===== src/hdl/ccr_pkg.sv =====
// Package: offsets, field positions, reset values and modes of the card and device control registers
package ccr_pkg;
   // Offsets 0x91/0x92 are not multiples of four: they are register indices, byte address = 4 * index
   localparam logic [7:0] CCR_IDX_CARD = 8'h91;
   localparam logic [7:0] CCR_IDX_DEV = 8'h92;
   localparam logic [7:0] CCR_IDX_IRQ_STAT = 8'ha0;
   localparam logic [7:0] CCR_IDX_IRQ_MASK = 8'ha1;
   localparam logic [7:0] CCR_IDX_SYS = 8'ha2;
   localparam int CCR_ADDR_W = 12;
   localparam logic [CCR_ADDR_W-1:0] CCR_ADDR_CARD = {2'b00, CCR_IDX_CARD, 2'b00};
   localparam logic [CCR_ADDR_W-1:0] CCR_ADDR_DEV = {2'b00, CCR_IDX_DEV, 2'b00};
   localparam logic [CCR_ADDR_W-1:0] CCR_ADDR_IRQ_STAT = {2'b00, CCR_IDX_IRQ_STAT, 2'b00};
   localparam logic [CCR_ADDR_W-1:0] CCR_ADDR_IRQ_MASK = {2'b00, CCR_IDX_IRQ_MASK, 2'b00};
   localparam logic [CCR_ADDR_W-1:0] CCR_ADDR_SYS = {2'b00, CCR_IDX_SYS, 2'b00};

   // Card routing control fields
   localparam int CCR_CARD_RING_EN = 7;
   localparam int CCR_CARD_ZV_EN = 6;
   localparam int CCR_CARD_SPARE = 5;
   localparam int CCR_CARD_AUD_MUX = 2;
   localparam int CCR_CARD_SPKR_EN = 1;
   localparam int CCR_CARD_IRQ_FLAG = 0;
   localparam logic [7:0] CCR_CARD_RESET = 8'h00;
   localparam logic [7:0] CCR_CARD_WMASK = 8'he6;

   // Socket device control fields
   localparam int CCR_DEV_PWR_LOCK = 7;
   localparam int CCR_DEV_3V_FORCE = 6;
   localparam int CCR_DEV_DIAG5 = 5;
   localparam int CCR_DEV_TEST3 = 3;
   localparam int CCR_DEV_MODE_HI = 2;
   localparam int CCR_DEV_MODE_LO = 1;
   localparam int CCR_DEV_TEST0 = 0;
   localparam logic [7:0] CCR_DEV_RESET = 8'h66;
   localparam logic [7:0] CCR_DEV_WMASK = 8'hef;

   // Own status/mask and system bits
   localparam int CCR_IRQ_W = 1;
   localparam int CCR_SYS_RING_MUX = 0;
   localparam logic [7:0] CCR_SYS_RESET = 8'h00;

   typedef enum logic [1:0] {
      CCR_MODE_PAR_PCI = 2'b00,
      CCR_MODE_PAR_IRQ_PAR_PCI = 2'b01,
      CCR_MODE_SER_IRQ_PAR_PCI = 2'b10,
      CCR_MODE_SER_ALL = 2'b11
   } ccr_mode_e;
endpackage : ccr_pkg


===== src/hdl/ccr_regs.sv =====
// Card routing control and socket device control registers behind an APB slave
//
// How it works
// RULE1: Ring enable bit 7 clear blocks ring output everywhere; resets clear.
// RULE2: Ring enable set routes ring to ring/PME when mux zero, and terminals 2, 4.
// RULE3: Zoomed-video enable bit 6 tri-states the socket video terminals; resets zero.
// RULE4: Card bit 5 is plain read/write storage without effect.
// RULE5: Card bits 4 and 3 are read-only zero.
// RULE6: Audio mux bit 2 routes card audio to the audio PWM terminal.
// RULE7: Speaker enable bit 1 routes speaker; terminal drives only while set.
// RULE8: Card functional interrupt sets flag bit 0; resets zero.
// RULE9: Writing one to bit 0 clears the card interrupt flag.
// RULE10: Power lock bit 7 set ignores socket power-down in D3.
// RULE11: Device bit 6 forces reported 3-V capability; resets to one.
// RULE12: Device bit 5 is read/write diagnostic, resets to one.
// RULE13: Device bit 4 is read-only zero.
// RULE14: Software writes only zero to device test bit 3.
// RULE15: Mode field bits 2:1 selects interrupt signalling; resets to 11.
// RULE16: Device bit 0 is test, kept read/write; software writes zero.
// RULE17: Writing zero leaves flag; simultaneous interrupt beats the clear.
//
// Decided for this implementation: the APB interface to the registers.
`timescale 1ns/1ps
`default_nettype none
module ccr_regs
   import ccr_pkg::*;
(
   input wire logic pclk,
   input wire logic presetn,
   input wire logic psel,
   input wire logic penable,
   input wire logic pwrite,
   input wire logic [ccr_pkg::CCR_ADDR_W-1:0] paddr,
   input wire logic [31:0] pwdata,
   input wire logic [3:0] pstrb,
   output logic [31:0] prdata,
   output logic pready,
   output logic pslverr,
   output logic irq,
   input wire logic card_func_irq,
   input wire logic ring_indicate_in,
   input wire logic card_audio_in,
   input wire logic card_speaker_in,
   input wire logic d3_power_down_req,
   output logic ring_pme_out,
   output logic multipurpose_terminal_2,
   output logic multipurpose_terminal_4,
   output logic card_audio_pwm_function,
   output logic speaker_output_terminal,
   output logic speaker_output_terminal_oe,
   output logic zoomed_video_oe,
   output logic socket_power_down,
   output logic three_volt_capable,
   output ccr_pkg::ccr_mode_e interrupt_signal_mode
);
   import ccr_pkg::*;

   logic [7:0] card_r;
   logic [7:0] dev_r;
   logic [7:0] sys_r;
   logic [CCR_IRQ_W-1:0] irq_stat_r;
   logic [CCR_IRQ_W-1:0] irq_mask_r;
   logic [31:0] prdata_r;
   logic pslverr_r;
   logic wr_en;
   logic rd_en;
   logic mapped;
   logic flag_clr;
   logic stat_rd;
   logic ring_enable;
   logic ring_mux_select;

   // Zero-wait slave: every access completes in its first access cycle
   assign pready = 1'b1;
   assign wr_en = psel & penable & pwrite & pstrb[0];
   assign rd_en = psel & penable & ~pwrite;
   assign mapped = (paddr == CCR_ADDR_CARD) | (paddr == CCR_ADDR_DEV) | (paddr == CCR_ADDR_IRQ_STAT) |
                   (paddr == CCR_ADDR_IRQ_MASK) | (paddr == CCR_ADDR_SYS);
   assign flag_clr = wr_en & (paddr == CCR_ADDR_CARD) & pwdata[CCR_CARD_IRQ_FLAG]; // RULE9
   assign stat_rd = rd_en & (paddr == CCR_ADDR_IRQ_STAT);

   // Card control: bits 4:3 never stored, so they read zero
   always_ff @(posedge pclk or negedge presetn) begin
      if (!presetn) begin
         card_r <= CCR_CARD_RESET; // RULE1 RULE3 RULE7 RULE8
      end else begin
         if (wr_en && paddr == CCR_ADDR_CARD) begin
            card_r[7:1] <= pwdata[7:1] & CCR_CARD_WMASK[7:1]; // RULE4 RULE5
         end
         // Set wins over clear so no interrupt is lost
         if (card_func_irq) begin
            card_r[CCR_CARD_IRQ_FLAG] <= 1'b1; // RULE8 RULE17
         end else if (flag_clr) begin
            card_r[CCR_CARD_IRQ_FLAG] <= 1'b0; // RULE9 RULE17
         end
      end
   end

   // Device control: bit 4 masked to zero, test bits kept as written
   always_ff @(posedge pclk or negedge presetn) begin
      if (!presetn) begin
         dev_r <= CCR_DEV_RESET; // RULE11 RULE12 RULE15
      end else if (wr_en && paddr == CCR_ADDR_DEV) begin
         dev_r <= pwdata[7:0] & CCR_DEV_WMASK; // RULE13 RULE16
      end
   end

   always_ff @(posedge pclk or negedge presetn) begin
      if (!presetn) begin
         sys_r <= CCR_SYS_RESET;
      end else if (wr_en && paddr == CCR_ADDR_SYS) begin
         sys_r <= {7'h00, pwdata[CCR_SYS_RING_MUX]};
      end
   end

   always_ff @(posedge pclk or negedge presetn) begin
      if (!presetn) begin
         irq_mask_r <= '0;
      end else if (wr_en && paddr == CCR_ADDR_IRQ_MASK) begin
         irq_mask_r <= pwdata[CCR_IRQ_W-1:0];
      end
   end

   // Sticky status, cleared by reading it; a new event in the read cycle stays set
   always_ff @(posedge pclk or negedge presetn) begin
      if (!presetn) begin
         irq_stat_r <= '0;
      end else if (card_func_irq) begin
         irq_stat_r <= 1'b1;
      end else if (stat_rd) begin
         irq_stat_r <= '0;
      end
   end

   assign irq = |(irq_stat_r & irq_mask_r);

   always_ff @(posedge pclk or negedge presetn) begin
      if (!presetn) begin
         prdata_r <= 32'h0000_0000;
         pslverr_r <= 1'b0;
      end else begin
         pslverr_r <= psel & ~penable & ~mapped;
         if (psel && !penable && !pwrite) begin
            unique case (1'b1)
               paddr == CCR_ADDR_CARD: prdata_r <= {24'h000000, card_r};
               paddr == CCR_ADDR_DEV: prdata_r <= {24'h000000, dev_r};
               paddr == CCR_ADDR_IRQ_STAT: prdata_r <= {31'h00000000, irq_stat_r};
               paddr == CCR_ADDR_IRQ_MASK: prdata_r <= {31'h00000000, irq_mask_r};
               paddr == CCR_ADDR_SYS: prdata_r <= {24'h000000, sys_r};
               default: prdata_r <= 32'h0000_0000;
            endcase
         end
      end
   end
   assign prdata = prdata_r;
   assign pslverr = pslverr_r;

   // Routing, combinational from register bits
   assign ring_enable = card_r[CCR_CARD_RING_EN];
   assign ring_mux_select = sys_r[CCR_SYS_RING_MUX];
   assign ring_pme_out = ring_enable & ~ring_mux_select & ring_indicate_in; // RULE1 RULE2
   assign multipurpose_terminal_2 = ring_enable & ring_indicate_in; // RULE1 RULE2
   assign multipurpose_terminal_4 = ring_enable & ring_indicate_in; // RULE1 RULE2
   assign card_audio_pwm_function = card_r[CCR_CARD_AUD_MUX] & card_audio_in; // RULE6
   assign speaker_output_terminal = card_r[CCR_CARD_SPKR_EN] & card_speaker_in; // RULE7
   assign speaker_output_terminal_oe = card_r[CCR_CARD_SPKR_EN]; // RULE7
   assign zoomed_video_oe = ~card_r[CCR_CARD_ZV_EN]; // RULE3
   // Lock only blocks the power-down; the request itself is external
   assign socket_power_down = d3_power_down_req & ~dev_r[CCR_DEV_PWR_LOCK]; // RULE10
   assign three_volt_capable = dev_r[CCR_DEV_3V_FORCE]; // RULE11
   assign interrupt_signal_mode = ccr_mode_e'(dev_r[CCR_DEV_MODE_HI:CCR_DEV_MODE_LO]); // RULE15

endmodule : ccr_regs
`default_nettype wire


===== config.mk =====
export PLATFORM = sky130hd
export DESIGN_NAME = ccr_regs
export DESIGN_NICKNAME = d
export VERILOG_FILES = /design/src/hdl/ccr_pkg.sv /design/src/hdl/ccr_regs.sv
export SDC_FILE = /design/constraint.sdc
export NUM_CORES = 1
export LEC_CHECK = 0
export BUFFER_PORTS_ARGS = -buffer_cell sky130_fd_sc_hd__buf_2
export CAP_MARGIN = 30
export CORE_ASPECT_RATIO = 0.75
export CORE_UTILIZATION = 37
export CTS_CLUSTER_DIAMETER = 80
export DETAILED_ROUTE_END_ITERATION = 8
export GPL_ROUTABILITY_DRIVEN = 0
export GPL_TIMING_DRIVEN = 1
export PLACE_DENSITY = 0.73
export SYNTH_ARGS = -nofsm -noshare
export SYNTH_HDL_FRONTEND = slang
export SYNTH_SLANG_ARGS = --single-unit

===== constraint.sdc =====
create_clock -name pclk -period 0.9 [get_ports pclk]
set_input_delay 0.045 -clock pclk [delete_from_list [all_inputs] [get_ports pclk]]
set_output_delay 0.045 -clock pclk [all_outputs]
set_load 0.01 [all_outputs]

* After elaboration in Yosys (flattened, before gate mapping) *
Index checks and enable logic that the tools add are counted.

storage, ports and cells
  bits in registers = 49
  bits of input ports = 58
  output and inout bits = 46
  word-level logic and storage cells = 54

operators by class
  eq/ne operators = 5
  mux-type cells = 5
  bitwise operators = 26
  reduce and logical (&&, ||, !) cells = 10

operators with widths
  kind                    count
  $eq A12 B10 Y1 const B  5
  $pmux W8 S5             1
  $and A1 B1 Y1           16
  $logic_and A1 B1 Y1     6
  $not A1 Y1              6
  $mux W1                 4
  $or A1 B1 Y1            4
  $reduce_bool A2 Y1      2
  $logic_not A1 Y1        2

* Logic depth before layout (Yosys ltp) *
  word-level depth = 7
  mapped depth = 6
  gate-level depth less buffers = 4

* Worst setup path before layout *
Ideal clock, no wire load.

  kind = in2reg
  start point = input paddr[5] (netlist name)
  end point = register dev_r[0]
  library setup time = 0.125 ns
  arrival = 1.572 ns
  data required time = 0.775 ns
  setup slack = -0.797 ns
  stages = 6
  path buffers = 2
  path through = or4b_1 buf_6 nor3_1 and3_1 buf_2 mux2_2

between the ends
  word-level cells in the longest chain between the ends = 2

ends and longest elaborated chain
  what                    RTL line         text
  start: declaration      ccr_regs.sv:33   input wire logic [ccr_pkg::CCR_ADDR_W-1:0] paddr,
  $eq A12 B10 Y1          ccr_regs.sv:103  end else if (wr_en && paddr == CCR_ADDR_DEV) begin
  $logic_and A1 B1 Y1     ccr_regs.sv:103
  end signal: assignment  ccr_regs.sv:104  dev_r <= pwdata[7:0] & CCR_DEV_WMASK;
  end: declaration        ccr_regs.sv:59   logic [7:0] dev_r;

No other way between the ends.
A chain may end at the register's enable or synchronous reset.

* Final worst setup path *
  start point = input paddr[5] (netlist name)
  end point = register sys_r[0]

between the ends
  word-level cells in the longest chain between the ends = 2

ends and longest elaborated chain
  what                    RTL line         text
  $eq A12 B10 Y1          ccr_regs.sv:111  end else if (wr_en && paddr == CCR_ADDR_SYS) begin
  $logic_and A1 B1 Y1     ccr_regs.sv:111
  end signal: assignment  ccr_regs.sv:112  sys_r <= {7'h00, pwdata[CCR_SYS_RING_MUX]};
  end: declaration        ccr_regs.sv:60   logic [7:0] sys_r;

No other way between the ends.

==> impl_metrics.tcl <==
set metrics [dict create \
    path_class "primary input to flip-flop" \
    seqCellArea_um2 606 \
    drive_gt1_share_pct 57.3 \
    yosys-top-cells-area "dfrtp_1 (34%), buf_4 (15%), mux2_2 (9.2%)" \
    start_kind "primary input" \
    synthFlopType "dfrtp_1" \
    diodes 0 \
    ys_seq_elements 24 \
    busiest_layer "met2" \
    path_clk_slew_ns 0.08 \
    status "complete, but fails checks" \
    wl_per_cell_um 12.9 \
    synth_top_area_cell "dfrtp_1" \
    instances_no_fill 270 \
    route.detailed.drc 0 \
    synth.cell_area_um2 1470 \
    dp_slack_ns -0.776 \
    worstPathArrival_ns 1.53 \
    vdd_ir_drop_max_v 0.000756 \
    clkLatencyLatePin_ns 0.26 \
    dpl_cell_area_um2 1830 \
    failed_checks "negative setup slack" \
    max_stage_delay_ns 0.59 \
    via_per_inst 4.50 \
    post-synth-top-count-cell "buf_4" \
    hold_depth 3 \
    grtUsageMet2_pct 26.8 \
    holdWs_ns 0.0145 \
    drv_slew 0 \
    die_area_um2 4220 \
    clock-sinks 24 \
    cp_slowest_cell "or4b_4" \
    min_path_type "primary input to flip-flop" \
    die_w_um 74.7 \
    ys_seq_area_share_pct 41.3 \
    cts_htree_levels 1 \
    setup_viol 34 \
    drv_cap 0 \
    core-area_um2 3730 \
    power_density_nw_per_um2 941 \
    grt_pass1_wl_um 5410 \
    num_io_pins 104 \
    final_cell_area_um2 2150 \
    cp.required_ns 1.05 \
    cts_made_buffers 3 \
    cts_tree "yes" \
    fmax_ghz 0.726 \
    setup_ws_ns -0.477 \
    grt_max_degree 25 \
    num_rows 19 \
    cts_root_buf "clkbuf_8" \
    die_h_um 56.5 \
    netlist_instances 140 \
    cp_cell_sequence "buf_6 > or4b_4 > buf_4 > nor3_4 > and3_1 > mux2_2" \
    synthToLayoutAreaGrowth_pct 46.8 \
    hold_viol 0 \
    post-route-min-period_ns 1.38 \
    initial_core_util_pct 39.3 \
    drtAntennaViolNets 0 \
    p_total_mw 2.03 \
    reg2regPathDepth 4 \
    gr-usage-met3_pct 4.31 \
    vias 1214 \
    use_met1_pct 22.8 \
    synth.distinct_cells 40 \
    finClkSkew_ns 0.00167 \
    drtIter0Drc 57 \
    crit_fanout 6 \
    yosysWarnings 0 \
    post-route-util_pct 57.7 \
    grt_overflow 0 \
    grtUsageTotal_pct 16.7 \
    dp_cells 254 \
    n_fill_cell 326 \
    p_leak_nw 1.14 \
    dr.pass1.iters 4 \
    routed_wl_um 3490 \
    grt_setup_unrepaired "yes" \
    post-route-period-util_pct 153 \
    ys_async_sr_fraction_pct 100 \
    multiInputGateArea_um2 817 \
    synth_edf_count 0 \
    syn-mean-instance-area_um2 10.5 \
    dpl.hpwl_um 2450 \
    first_global_vias 1159 \
    antenna_found_initial 0 \
    fin_setup_tns_ns -11.41 \
    endpoint_kind "flip-flop" \
    synth.top_cell.area_share_pct 34.1 \
    io_buffers 49 \
    ctsLongestPathBuffers 2 \
    fin_nets 278 \
    synth_common_cells "buf_4 (30), dfrtp_1 (20), mux2_2 (12), nand2_1 (10)" \
]
[worst paths after layout]
kind	endpoint	slack (ns)	from
worst max-delay path	sys_r[0]	-0.48	paddr[5]
worst min-delay path	card_r[6]	0.01	pwdata[6]
worst max register to register	prdata[0]	-0.24	irq_mask_r
worst min register to register	prdata[3]	0.51	prdata[3]
max in group asynchronous	dev_r[5]	0.31	presetn
min in group asynchronous	card_r[6]	0.30	presetn
[area by class of cell]
cell class	count	area share [%]
clock buffers	3	1.92
inverters	3	0.523
multi-input cells	104	37.9
repair buffers	84	28.5
flip-flops and latches	24	28.1
well taps	52	3.02
[timing repair]
action                                  4_1_cts  5_1_grt
endpoints found under the setup margin       35       35
gates resized for setup                      26       13
buffers inserted                              7        3
pin swaps                                     6        5
endpoints found under the hold margin        21        1
hold buffers                                  2        1
[worst max-delay path, delay by kind of cell]
family | cells | cell delay [ns]
multiplexers | 1 | 0.33
buffers and inverters | 2 | 0.26
AND/OR/NAND/NOR | 3 | 0.89
[routing by layer]
| metal | up-vias | wire length, um |
|---|---|---|
| met5 | - | 0 |
| met4 | 0 | 14 |
| met3 | 2 | 146 |
| met2 | 34 | 1810 |
| met1 | 589 | 1520 |
| li1 | 589 | - |
[placed cells by master, fill, tap and decap left out, types with 4 or more instances in the layout]
cell	instances
buf_2	37
conb_1	26
buf_4	26
dfrtp_1	20
buf_6	18
mux2_4	11
nand2_1	9
a21o_1	6
dfstp_2	4
[flip-flops by register name, summed over array words and instances, names as in the netlist]
name        count
irq_mask_r      1
card_r          6
prdata          7
sys_r           1
pslverr         1
irq_stat_r      1
dev_r           7
[kinds of logic after synthesis]
family	share of synthesized area, %
muxes	10.7
DFF	41.3
buffers and inverters	17.5
and+or+nand+nor	20.6
other	0.512
AOI/OAI and AO/OA	9.47
[power by group]
part           total, mW  leakage [nW]  switching, mW  internal [mW]
clock network      0.615        0.0216          0.316          0.299
registers           1.09         0.302        0.00483           1.09
logic              0.318         0.821          0.178          0.140
Note: power is estimated with default switching activity, not from simulation.
